===== src/hw/dilcf_pkg.sv =====
// Package for the converter input latch and code formatter
package dilcf_pkg;
  localparam int DILCF_WIDTH = 12;
  localparam logic [11:0] DILCF_FULL_CODE = 12'hFFF;
  localparam logic [11:0] DILCF_RST_CODE = 12'h000;
  localparam logic [2:0] DILCF_SYNC_RST = 3'h0;
  localparam int DILCF_LATENCY = 1;
  // Input coding selected by the static format pin
  typedef enum logic {DILCF_FMT_BINARY, DILCF_FMT_TWOS} dilcf_fmt_t;
  // Differential drive pair for the current switch array
  typedef struct packed {
    logic [11:0] positive_current_output;
    logic [11:0] complementary_current_output;
    logic output_enable;
  } dilcf_drive_t;
endpackage


===== src/hw/dilcf_sync3.sv =====
// Three-stage synchroniser with agreement filter for a slow pin
`timescale 1ns/100ps
`default_nettype none
module dilcf_sync3 (
  input wire logic clk,
  input wire logic rst,
  input wire logic pin_in,
  output logic level_out
);
  import dilcf_pkg::*;
  logic [2:0] stage_ff;
  logic [2:0] nxt_stage;
  logic level_ff;
  logic nxt_level;

  // Shift chain; stage 0 is read only by stage 1
  always_comb
  begin
    nxt_stage = {stage_ff[1:0], pin_in};
    nxt_level = level_ff;
    if (stage_ff[1] == stage_ff[2])
    begin
      nxt_level = stage_ff[2];
    end
    if (rst)
    begin
      nxt_stage = DILCF_SYNC_RST;
      nxt_level = 1'b0;
    end
  end

  always_ff @(posedge clk)
  begin
    stage_ff <= nxt_stage;
    level_ff <= nxt_level;
  end

  assign level_out = level_ff;
endmodule
`default_nettype wire


===== src/hw/dilcf_top.sv =====
// Sample latch, code formatting and current steering code for the converter
// Functional notes
// - Capture whole word each rising clock edge
// - Output follows capture by one cycle
// - Format pin static: low binary, high twos
// - Twos complement: invert only the MSB
// - Positive output proportional to code
// - Complementary output gets 4095 minus code
// - Power-down high disables output current
`timescale 1ns/100ps
`default_nettype none
module dilcf_top #(
  parameter int WIDTH = dilcf_pkg::DILCF_WIDTH
) (
  input wire logic clk,
  input wire logic rst,
  input wire logic [WIDTH-1:0] sample_word_lines,
  input wire logic format_select,
  input wire logic power_down,
  output var dilcf_pkg::dilcf_drive_t drive
);
  import dilcf_pkg::*;

  logic [WIDTH-1:0] word_ff;
  logic [WIDTH-1:0] nxt_word;
  dilcf_drive_t drive_ff;
  dilcf_drive_t nxt_drive;
  logic [1:0] pin_raw;
  logic [1:0] pin_sync;
  logic fmt_sync;
  logic sleep_sync;
  dilcf_fmt_t fmt;

  // Slow pins gathered for one filtered chain each; bit 0 format, bit 1 power down
  assign pin_raw = {power_down, format_select};

  // Format pin is static, but still comes from off-chip; an unconnected
  // power-down pin is modelled by the pad pulldown, so low means awake
  generate
    for (genvar g = 0; g < 2; g++)
    begin : g_pin
      dilcf_sync3 dilcf_sync3_inst (
        .clk(clk),
        .rst(rst),
        .pin_in(pin_raw[g]),
        .level_out(pin_sync[g])
      );
    end
  endgenerate

  // Named views of the filtered pins
  assign fmt_sync = pin_sync[0];
  assign sleep_sync = pin_sync[1];

  assign fmt = fmt_sync ? DILCF_FMT_TWOS : DILCF_FMT_BINARY;

  // Maps a captured word to the conversion code
  function automatic logic [WIDTH-1:0] to_code(input logic [WIDTH-1:0] w, input dilcf_fmt_t f);
    logic [WIDTH-1:0] c;
    c = w;
    if (f == DILCF_FMT_TWOS)
    begin
      c[WIDTH-1] = ~w[WIDTH-1];
    end
    return c;
  endfunction

  // Data lines sampled only at the edge; no bypass path exists
  always_comb
  begin
    nxt_word = sample_word_lines;
    if (rst)
    begin
      nxt_word = '0;
    end
  end

  // Drive codes; complement of code equals all ones minus code
  // Asleep only drops the enable: codes keep moving, so waking needs no
  // refill of the pipeline and the first awake sample is already current
  always_comb
  begin
    nxt_drive.positive_current_output = to_code(word_ff, fmt);
    nxt_drive.complementary_current_output = ~to_code(word_ff, fmt);
    nxt_drive.output_enable = ~sleep_sync;
    if (rst)
    begin
      nxt_drive.positive_current_output = DILCF_RST_CODE;
      nxt_drive.complementary_current_output = DILCF_FULL_CODE;
      nxt_drive.output_enable = 1'b0;
    end
  end

  // Capture and output stages; output changes once per edge only
  always_ff @(posedge clk)
  begin
    word_ff <= nxt_word;
    drive_ff <= nxt_drive;
  end

  assign drive = drive_ff;

  // Checks on the datapath. Those against pin history skip edges whose history includes a reset
  // cycle, since the registers then hold reset codes instead of pin history.
  // For those, expected values come from the pins, never from the formatter itself.

  // Register holds exactly what the lines showed at the previous edge
  a_capture_word: assert property (@(posedge clk) disable iff (rst)
    !$past(rst) |-> word_ff == $past(sample_word_lines))
    else $error("captured word differs from sampled lines");

  // Straight binary: the code leaves two edges after the word was on the lines
  a_latency_binary: assert property (@(posedge clk) disable iff (rst)
    (!$past(rst) && !$past(rst, 2) && $past(fmt) == DILCF_FMT_BINARY) |->
      drive.positive_current_output == $past(sample_word_lines, 2))
    else $error("binary output latency wrong");

  // Twos format: same latency, top bit flipped
  a_twos_msb: assert property (@(posedge clk) disable iff (rst)
    (!$past(rst) && !$past(rst, 2) && $past(fmt) == DILCF_FMT_TWOS) |->
      drive.positive_current_output ==
        {~$past(sample_word_lines[WIDTH-1], 2), $past(sample_word_lines[WIDTH-2:0], 2)})
    else $error("twos complement mapping wrong");

  // Lower bits pass through untouched in either format
  generate
    for (genvar b = 0; b < WIDTH - 1; b++)
    begin : g_low_bits
      a_low_bit_pass: assert property (@(posedge clk) disable iff (rst)
        (!$past(rst) && !$past(rst, 2)) |->
          drive.positive_current_output[b] == $past(sample_word_lines[b], 2))
        else $error("lower code bit altered by format");
    end
  endgenerate

  // Complementary code against pin history, not against the inverter
  a_comp_binary: assert property (@(posedge clk) disable iff (rst)
    (!$past(rst) && !$past(rst, 2) && $past(fmt) == DILCF_FMT_BINARY) |->
      drive.complementary_current_output == DILCF_FULL_CODE - $past(sample_word_lines, 2))
    else $error("complementary code wrong in binary format");

  // In twos format the complement sees the flipped top bit as well
  a_comp_twos: assert property (@(posedge clk) disable iff (rst)
    (!$past(rst) && !$past(rst, 2) && $past(fmt) == DILCF_FMT_TWOS) |->
      drive.complementary_current_output ==
        DILCF_FULL_CODE - {~$past(sample_word_lines[WIDTH-1], 2), $past(sample_word_lines[WIDTH-2:0], 2)})
    else $error("complementary code wrong in twos format");

  // Sum of the two codes is always the all-ones code
  a_complement_sum: assert property (@(posedge clk) disable iff (rst)
    (drive.positive_current_output + drive.complementary_current_output) == DILCF_FULL_CODE)
    else $error("outputs not complementary");

  // Zero code steers everything to the complementary side
  a_zero_code: assert property (@(posedge clk) disable iff (rst)
    (!$past(rst) && $past(word_ff) == '0 && $past(fmt) == DILCF_FMT_BINARY) |->
      drive.complementary_current_output == DILCF_FULL_CODE)
    else $error("zero code not full scale on complementary output");

  // All-ones word in binary format gives the full code on the positive side
  a_code_track: assert property (@(posedge clk) disable iff (rst)
    (!$past(rst) && $past(word_ff) == DILCF_FULL_CODE[WIDTH-1:0] && $past(fmt) == DILCF_FMT_BINARY) |->
      drive.positive_current_output == DILCF_FULL_CODE[WIDTH-1:0])
    else $error("full code not on positive output");

  // Format decode follows a high filtered pin
  a_fmt_select: assert property (@(posedge clk) disable iff (rst)
    fmt_sync |-> fmt == DILCF_FMT_TWOS)
    else $error("format select decoded wrongly");

  // Format decode follows a low filtered pin
  a_fmt_clear: assert property (@(posedge clk) disable iff (rst)
    !fmt_sync |-> fmt == DILCF_FMT_BINARY)
    else $error("binary format decoded wrongly");

  // Output current switched off the edge after the pin reads high
  a_sleep_off: assert property (@(posedge clk) disable iff (rst)
    $rose(sleep_sync) |=> !drive.output_enable)
    else $error("power down did not disable output");

  // Stays off for as long as the pin reads high
  a_sleep_hold: assert property (@(posedge clk) disable iff (rst)
    sleep_sync |=> !drive.output_enable)
    else $error("output current on while powered down");

  // Current back on the edge after the pin reads low again
  a_wake_on: assert property (@(posedge clk) disable iff (rst)
    $fell(sleep_sync) |=> drive.output_enable)
    else $error("output current not restored after power down");

  // Enable is the inverse of the filtered pin one edge late, except on the edge after a reset cycle
  a_enable_track: assert property (@(posedge clk) disable iff (rst)
    !$past(rst) |-> drive.output_enable == !$past(sleep_sync))
    else $error("output enable does not follow power down pin");

  // Reset parks the outputs at zero code with the current off
  a_reset_drive: assert property (@(posedge clk)
    rst |=> (drive.positive_current_output == DILCF_RST_CODE &&
      drive.complementary_current_output == DILCF_FULL_CODE && !drive.output_enable))
    else $error("reset did not park the outputs");

  // Stable word and format keep the code still
  a_hold_stable: assert property (@(posedge clk) disable iff (rst)
    (!$past(rst) && $stable(word_ff) && $stable(fmt)) |=> $stable(drive.positive_current_output))
    else $error("output moved without new code");

  // A code change needs a new word, a new format or a reset behind it
  a_change_cause: assert property (@(posedge clk) disable iff (rst)
    $changed(drive.positive_current_output) |->
      ($past(word_ff) != $past(word_ff, 2)) || ($past(fmt) != $past(fmt, 2)) ||
      $past(rst) || $past(rst, 2))
    else $error("code changed without a new word");

  // Main scenarios worth seeing at least once
  c_twos_mode: cover property (@(posedge clk) disable iff (rst) fmt == DILCF_FMT_TWOS);
  c_full_scale: cover property (@(posedge clk) disable iff (rst)
    drive.positive_current_output == DILCF_FULL_CODE[WIDTH-1:0]);
  c_zero_code: cover property (@(posedge clk) disable iff (rst)
    drive.complementary_current_output == DILCF_FULL_CODE && drive.output_enable);
  c_sleep: cover property (@(posedge clk) disable iff (rst) $fell(drive.output_enable));
  c_wake: cover property (@(posedge clk) disable iff (rst) $rose(drive.output_enable));
endmodule
`default_nettype wire


===== config.mk =====
export PLATFORM = sky130hd
export DESIGN_NAME = dilcf_top
export DESIGN_NICKNAME = d
export VERILOG_FILES = /design/src/hw/dilcf_pkg.sv /design/src/hw/dilcf_sync3.sv /design/src/hw/dilcf_top.sv
export SDC_FILE = /design/constraint.sdc
export NUM_CORES = 1
export LEC_CHECK = 0
export BUFFER_PORTS_ARGS = -buffer_cell sky130_fd_sc_hd__buf_4
export CORE_AREA = 3 3 60 62
export DETAILED_ROUTE_END_ITERATION = 10
export DIE_AREA = 0 0 63 65
export PLACE_DENSITY = 0.62
export RECOVER_POWER = 100
export SLEW_MARGIN = 20
export SYNTH_ARGS = -nofsm -noshare
export SYNTH_HDL_FRONTEND = slang
export SYNTH_SLANG_ARGS = --single-unit

===== constraint.sdc =====
create_clock -name clk -period 1 [get_ports clk]
set_input_delay 0.05 -clock clk [delete_from_list [all_inputs] [get_ports clk]]
set_output_delay 0.05 -clock clk [all_outputs]
set_load 0.005 [all_outputs]

==> results of run 1 <==
-- registers in the layout (all words and copies together), names as in the netlist --
register / cells
drive: 25
g_pin.dilcf_sync3_inst.level_out: 2
g_pin.dilcf_sync3_inst.stage_ff: 6
word_ff: 12
-- worst paths after layout --
check                                                    from                   end  slack, ns
min                                                       rst   drive[0]$_SDFF_PP0_       0.05
max reg2reg  g_pin[0].dilcf_sync3_inst.level_out$_SDFFE_PP0N_  drive[24]$_SDFF_PP0_       0.26
max                                      drive[18]$_SDFF_PP0_             drive[18]       0.13
min reg2reg                             word_ff[8]$_SDFF_PP0_   drive[9]$_SDFF_PP1_       0.40
-- power by group through the flow --
stage               registers (mW)  clock network [mW]  logic [mW]
floorplan                     1.94                   0      0.0803
global placement              1.94                   0       0.193
detailed placement            1.94                   0       0.197
CTS                           1.90                1.11       0.240
global route                  1.90                1.20       0.244
finish                        1.89                1.08       0.217
-- cells in the mapped netlist --
library cell / number
dfxtp_1: 45
nor2b_1: 19
inv_2: 7
nand2b_4: 7
nand2b_1: 5
inv_1: 4
a21oi_1: 2
buf_2: 2
nand2_1: 2
o21ai_0: 2
buf_4: 1
nor2_1: 1
xor2_1: 1
-- per-layer routing --
layer  global-route usage [%]  routed length (um)
met4                     7.44                  37
met1                     9.76                 698
met3                     4.85                 132
met5                        0                   0
met2                     18.3                 922
-- cell families after synthesis --
| kind of cell | count (synthesis) |
|---|---|
| buffers and inverters | 14 |
| AND/OR/NAND/NOR | 34 |
| XOR/XNOR | 1 |
| flip-flops | 45 |
| AO/OA/AOI/OAI | 4 |
-- final cells by class --
type / instances / area [um^2]
Fill cell: 269 / 1310
Sequential cell: 45 / 901
Timing Repair Buffer: 54 / 440
Multi-Input combinational cell: 39 / 251
Tap cell: 44 / 55.1
Clock buffer: 6 / 41.3
Inverter: 11 / 41.3
Clock inverter: 2 / 38.8
==> results.toml, run 1 <==
[die]
die_w_um = 63
initial_core_util_pct = 40.5
pin_count = 41
row_count = 20
dieArea_mm2 = 0.00410
design.core.area_mm2 = 0.00308
dieHeight_um = 65

[outcome]
status = "finished, final reports clean"

[final_layout]
drive_gt1_share_pct = 38.2
nets = 172
final_cell_mix = "dfxtp_1 (45), clkbuf_4 (44), nor2b_1 (19)"
fin_area_mm2 = 0.00177
stdcell_count = 201
final_common_cell = "dfxtp_1"
diodes = 0
syn_to_final_growth_pct = 42.0
utilization_pct = 57.5

[power_and_ir_drop]
ir_worst_vdd_mv = 0.797
power_mw = 3.19
switching_power_mw = 0.636
power_density_mw_per_mm2 = 1800
pwr-share-comb_pct = 6.8
p_leak_nw = 0.815
internal-power_mw = 2.55
clkPwrFrac_pct = 33.8
seqPwrFrac_pct = 59.4
switching_share_pct = 20.0

[clock_network]
cts_sinks = 45
htreeDepth = 2
cts_resized = 0
worstSkewPairLatency_ns = 0.35
clockRootBuffer = "clkbuf_4"
ctsHoldBuffers = 14
path_clk_slew_ns = 0.13
clk_path_buf_depth = 2
cts_tree = "done"
numCtsBuffers = 5
cts_setup_buffers = 0

[placement]
dp_slack_ns = 0.274
io_buffers = 40
dpl.hpwl_um = 1190
dp.cells = 179
dpl-instance-area_mm2 = 0.00158
globalplace.congestion = 0.606

[synth]
synth-simple-area-share_pct = 20.7
synth_top_cells_by_area = "dfxtp_1 (72%), nor2b_1 (9.5%), nand2b_4 (7.7%), nand2b_1 (2.5%), inv_2 (2.1%)"
muxShareOfSynthArea_pct = 0
ys_ff_latch = 45
syn_inst = 98
synth_top_family_by_area = "simple AND/OR/NAND/NOR gates"
synthAdderAreaFrac_pct = 0
synth_seq_area_share_pct = 72.3
yosys.cell_types.count = 13
synthDominantCellAreaShare_pct = 72.3
syn_area_mm2 = 0.00125
syn-num-nets = 114
synth-compound-area-share_pct = 1.61
yosysTopAreaCell = "dfxtp_1"
avgSynthCellArea_um2 = 12.7
ys.warnings.count = 0
synth_xor_xnor_area_share_pct = 0.703

[sta]
max_slew_margin_pct = 79.9
fin_ws_ns = 0.126
drv_slew = 0
setup_tns_ns = 0
skew_ns = 0.00904
finalSetupViolations = 0
whs_ns = 0.0535
finalCriticalPeriod_ns = 0.874
fmax_mhz = 1140
worst_pin_slew_ns = 0.301
period_share_pct = 87.4
finalHoldViolCount = 0
rsz0062_at_grt = "false"

[hold_path]
hold_depth = 2
min_path_type = "in -> reg"

[drt]
num_vias = 788
ant_nets = 0
wl_per_cell_um = 8.91
drc_errors = 0
drtPass1Iterations = 3
drtIter0Drc = 25
vias_per_cell = 3.92
wl_um = 1790

[worst_setup_path]
worstSetupPathType = "reg -> out"
slowest_stage = "dfxtp_1"
startpoint_type = "flip-flop"
crit_path_end_kind = "primary output"
max_stage_delay_ns = 0.35
reg2reg_depth = 2
worstPathCellList = "clkbuf_4"
cp.depth = 1
cp_max_fo = 1
arrival_ns = 0.82
crit_required_ns = 0.95
cp_top_family = "flip-flops"
critPathBufInv = 1

[global_route]
track_usage_pct = 10.5
grt_pass1_vias = 772
grt_pass1_wl_um = 3260
gr-total-overflow = 0
antenna_found_initial = 0
grt_start_max_net_pins = 35

[flow_run]
max_cap_violations = 0
Note: power is estimated with default switching activity, not from simulation.
==> run 2, diff against run 1 <==
Settings changed: CORE_AREA 3 3 60 62 to 2 2 58 60, DIE_AREA 0 0 63 65 to 0 0 60 62, SYNTH_HIERARCHICAL from default to 1.
==> run 2 against run 1 <==
  * Worst hold slack got worse by 0.0044 ns
  * Design area decreased by 0.78%
  * Global-route usage increased by 0.28 points
  * Via count decreased by 2.8%
  * Non-clock buffer count unchanged
  * Highest routed layer unchanged
  * Combinational power decreased by 3%
  * Critical endpoint is now drive[21]
  * Routed wire length decreased by 5.3%
==> results.toml, run 2 <==
[synth]
synthAdderAreaFrac_pct = 0
muxShareOfSynthArea_pct = 0
syn_area_mm2 = 0.00119
synth-edff-count = 0
syn_inst = 97
synthDominantCellAreaShare_pct = 75.8
yosysTopAreaCell = "dfxtp_1"
ys_async_sr_fraction_pct = 0
synth_xor_xnor_area_share_pct = 0.737
ys.warnings.count = 6
synth_common_cells = "dfxtp_1 (45), nor2b_1 (19), nand2b_1 (12), inv_1 (6), inv_2 (5)"
synth-simple-area-share_pct = 17.3
synth_top_family_by_area = "simple AND/OR/NAND/NOR gates"
avgSynthCellArea_um2 = 12.3
syn-num-nets = 113
synth_flop_cell = "dfxtp_1"
synth-compound-area-share_pct = 1.68
ys_ff_latch = 45
yosys.cell_types.count = 12
synth_most_common_cell = "dfxtp_1"
synth_top_cells_by_area = "dfxtp_1 (76%), nor2b_1 (10%), nand2b_1 (6.3%), inv_1 (1.9%), inv_2 (1.6%)"
synth_seq_area_share_pct = 75.8

[final_layout]
drive_gt1_share_pct = 29.3
fillers = 263
final_common_cell = "dfxtp_1"
multiInputGateArea_um2 = 234
register_area_um2 = 901
syn_to_final_growth_pct = 47.7
diodes = 0
nets = 172
largest_reg_flops = 25
final_cell_mix = "dfxtp_1 (45), clkbuf_4 (43), nor2b_1 (19)"

[outcome]
status = "finished, final reports clean"

[clock_network]
path_clk_slew_ns = 0.11
cts_sinks = 45
clockRootBuffer = "clkbuf_4"
clk_path_buf_depth = 2
htreeDepth = 2
ctsHoldBuffers = 14
cts_resized = 0
cts_tree = "done"
numCtsBuffers = 5
cts_setup_buffers = 0
worstSkewPairLatency_ns = 0.35

[global_route]
gr-total-overflow = 0
grt_pass1_vias = 686
grt_start_max_net_pins = 35
grt_pass1_wl_um = 2730
track_usage_pct = 10.8
antenna_found_initial = 0

[sta]
period_share_pct = 85.2
whs_ns = 0.0491
finalHoldViolCount = 0
skew_ns = 0.00491
rsz0062_at_grt = "false"
max_slew_margin_pct = 81.0
setup_tns_ns = 0
finalCriticalPeriod_ns = 0.852
drv_slew = 0
fmax_mhz = 1170
worst_pin_slew_ns = 0.284
finalSetupViolations = 0
fin_ws_ns = 0.148

[worst_setup_path]
startpoint_type = "flip-flop"
max_stage_delay_ns = 0.33
slowest_stage = "dfxtp_1"
regToRegStartpoint = "g_pin[0].dilcf_sync3_inst/level_out$_SDFFE_PP0N_"
arrival_ns = 0.80
critPathBufInv = 1
crit_required_ns = 0.95
cp_max_fo = 1
cp_top_family = "flip-flops"
startpoint = "drive[21]$_SDFF_PP0_"
worstSetupPathType = "reg -> out"
crit_path_end_kind = "primary output"
worstPathCellList = "clkbuf_4"

[die]
dieHeight_um = 62
row_count = 21
initial_core_util_pct = 37.4
dieArea_mm2 = 0.00372
pin_count = 41
die_w_um = 60
design.core.area_mm2 = 0.00318

[drt]
ant_nets = 0
wl_per_cell_um = 8.35
wl_um = 1700
vias_per_cell = 3.77
num_vias = 766
drtIter0Drc = 3
drc_errors = 0
drtPass1Iterations = 4

[placement]
globalplace.congestion = 0.651
io_buffers = 40
dp_slack_ns = 0.239

[hold_path]
min_path_type = "in -> reg"
worstHoldStart = "rst"

[power_and_ir_drop]
p_leak_nw = 0.798
power_density_mw_per_mm2 = 1830
power_mw = 3.21
ir_worst_vdd_mv = 0.836

[flow_run]
max_cap_violations = 0
[run 2: cell count changes after synthesis]
cell      before  now
buf_2          2    1
inv_1          4    6
inv_2          7    5
nand2b_1       5   12
nand2b_4       7    0
o21ai_0        2    0
o21ai_1        0    2
[run 2: power breakdown]
| part | switching (mW) | internal [mW] | leakage, nW |
|---|---|---|---|
| Clock | 0.511 | 0.597 | 0.0455 |
| Combinational | 0.0686 | 0.143 | 0.381 |
| Sequential | 0.0186 | 1.87 | 0.372 |
[run 2: area by class of cell]
class	count	area share, %
clock buffers	7	3.14
clock inverters	1	1.71
inverters	11	2.35
multi-input cells	39	13.3
flip-flops and latches	45	51.3
well taps	46	3.28
repair buffers	54	24.9
[run 2: cell families after synthesis]
group                     count (synthesis)
xor gates and xnor gates                  1
AOI/OAI and AO/OA                         4
DFF                                      45
buffers and inverters                    13
and+or+nand+nor                          34
[run 2: stage by stage]
stage	instance area, um^2	std cells	utilization, %
floorplan	1190	97	-
global placement	1530	181	48.2
detailed placement	1530	181	48.2
CTS	1760	203	55.3
global route	1760	203	55.2
finish	1760	203	55.2
[run 2: worst paths after layout]
kind | end | slack [ns] | cells after the start
max reg2reg | drive[24]$_SDFF_PP0_ | 0.22 | 2
min reg2reg | drive[1]$_SDFF_PP1_ | 0.41 | 1
max | drive[21] | 0.15 | 1
min | drive[0]$_SDFF_PP0_ | 0.05 | 2
[run 2: per-layer routing]
layer	GRT usage (%)	wire length, um	vias to the layer above
met2	19.4	885	24
met3	3.73	80	8
met4	10.5	78	0
met5	0	0	-
met1	9.23	653	328
li1	-	-	406
==> run 3, diff against run 2 <==
Settings changed: REMOVE_ABC_BUFFERS from default to 1.
Clock period 1 ns to 0.86 ns, I/O delays scaled along.
==> run 3 against run 2 <==
  * Die area unchanged
  * Clock power decreased by 17%
  * Combinational power increased by 31%
  * Worst hold slack got worse by 0.0050 ns
  * Utilization increased by 2.3 points
  * Count of clock-buffer cells in the layout decreased by 1
  * Setup slack got worse by 0.12 ns
  * Cell count unchanged
  * Global-route usage increased by 0.52 points
  * Sequential power increased by 17%
==> results.toml, run 3 (synthesized netlist as in run 2, its figures left out) <==
[drt]
drc_errors = 0
wl_um = 1890
num_vias = 788
ant_nets = 0
drtPass1Iterations = 4
vias_per_cell = 3.88
wl_per_cell_um = 9.32
drtIter0Drc = 19

[power_and_ir_drop]
p_leak_nw = 0.819
power_density_mw_per_mm2 = 1860
power_mw = 3.40
ir_worst_vdd_mv = 0.830

[clock_network]
path_clk_slew_ns = 0.12
clk_path_buf_depth = 2
cts_sinks = 45
cts_tree = "done"
worstSkewPairLatency_ns = 0.34
clockRootBuffer = "clkbuf_4"
numCtsBuffers = 5
htreeDepth = 2

[die]
design.core.area_mm2 = 0.00318
dieHeight_um = 62
die_w_um = 60
dieArea_mm2 = 0.00372
row_count = 21
initial_core_util_pct = 37.4
pin_count = 41

[global_route]
grt_pass1_vias = 726
gr-total-overflow = 0
grt_pass1_wl_um = 2860
grt_start_max_net_pins = 35
antenna_found_initial = 0
track_usage_pct = 11.3

[sta]
worst_pin_slew_ns = 0.304
finalHoldViolCount = 0
period_share_pct = 97.0
max_slew_margin_pct = 79.7
rsz0062_at_grt = "true"
fmax_mhz = 1200
skew_ns = 0.00364
finalCriticalPeriod_ns = 0.834
drv_slew = 0
fin_ws_ns = 0.0259
finalSetupViolations = 0

[placement]
dp_slack_ns = 0.123
dp.cells = 181
globalplace.congestion = 0.603
io_buffers = 40
dpl.hpwl_um = 1080

[final_layout]
stdcell_count = 203
drive_gt1_share_pct = 42.0
nets = 172
largest_reg_flops = 25
final_common_cell = "dfxtp_1"
final_cell_mix = "dfxtp_1 (26), buf_6 (21), nor2b_1 (19), clkbuf_4 (19), dfxtp_2 (19)"
syn_to_final_growth_pct = 53.8
diodes = 0

[worst_setup_path]
slowest_stage = "dfxtp_2"
max_stage_delay_ns = 0.34
cp_top_family = "flip-flops"
arrival_ns = 0.79
worstSetupPathType = "reg -> out"
worstPathCellList = "buf_6"
startpoint_type = "flip-flop"
crit_path_end_kind = "primary output"
critPathBufInv = 1
cp_max_fo = 1
crit_required_ns = 0.82

[outcome]
status = "finished, final reports clean"

[flow_run]
max_cap_violations = 0

[hold_path]
min_path_type = "in -> reg"
-- run 3: cell count changes in the layout (fill, tap and decap cells not counted), sizes merged --
| cell | change |
|---|---|
| clkbuf | -25 |
| bufinv | -1 |
| buf | +24 |
| clkinv | +2 |
-- run 3: area by class of cell --
| cell class | instances | area (um^2) |
|---|---|---|
| clock buffers | 6 | 41.3 |
| clock inverters | 2 | 10.0 |
| fillers | 283 | 1350 |
| inverters | 11 | 41.3 |
| multi-input cells | 39 | 234 |
| flip-flops and latches | 45 | 925 |
| well taps | 46 | 57.6 |
| repair buffers | 54 | 519 |
-- run 3: path summary, 6_finish.rpt --
check / startpoint / endpoint / slack, ns / cells after the start
min reg2reg: word_ff[3]$_SDFF_PP0_ / drive[4]$_SDFF_PP1_ / 0.41 / 1
max reg2reg: g_pin[0].dilcf_sync3_inst/level_out$_SDFFE_PP0N_ / drive[24]$_SDFF_PP0_ / 0.12 / 2
min: rst / drive[0]$_SDFF_PP0_ / 0.04 / 2
max: drive[19]$_SDFF_PP0_ / drive[19] / 0.03 / 1
-- run 3: timing repair --
action / 4_1_cts / 5_1_grt
endpoints found under the hold margin: 14 / 0
endpoints found under the setup margin: 0 / 25
gates resized for setup: 0 / 40
hold buffers: 14 / 0
setup buffers: 0 / 0
-- run 3: metrics by stage --
step	TNS [ns]	utilization, %	hold slack [ns]	instance area, um^2
final	0	57.5	0.0441	1830
after global routing	-0.170	57.5	0.0512	1830
after CTS	0	54.3	0.0368	1730
after detailed placement	0	48.2	0.258	1530
after global placement	0	48.2	0.253	1530
after floorplan	0	-	0.110	1180
-- run 3: report_power, final --
group	leakage, nW	internal [mW]	switching, mW
registers	0.370	2.18	0.0305
logic	0.417	0.194	0.0816
clock network	0.0320	0.312	0.604
-- run 3: routing by layer --
metal	track usage, %	part of all wire [%]
met5	0	0
met2	20.5	53
met3	4.55	6.3
met1	9.74	38
met4	9.52	2.3
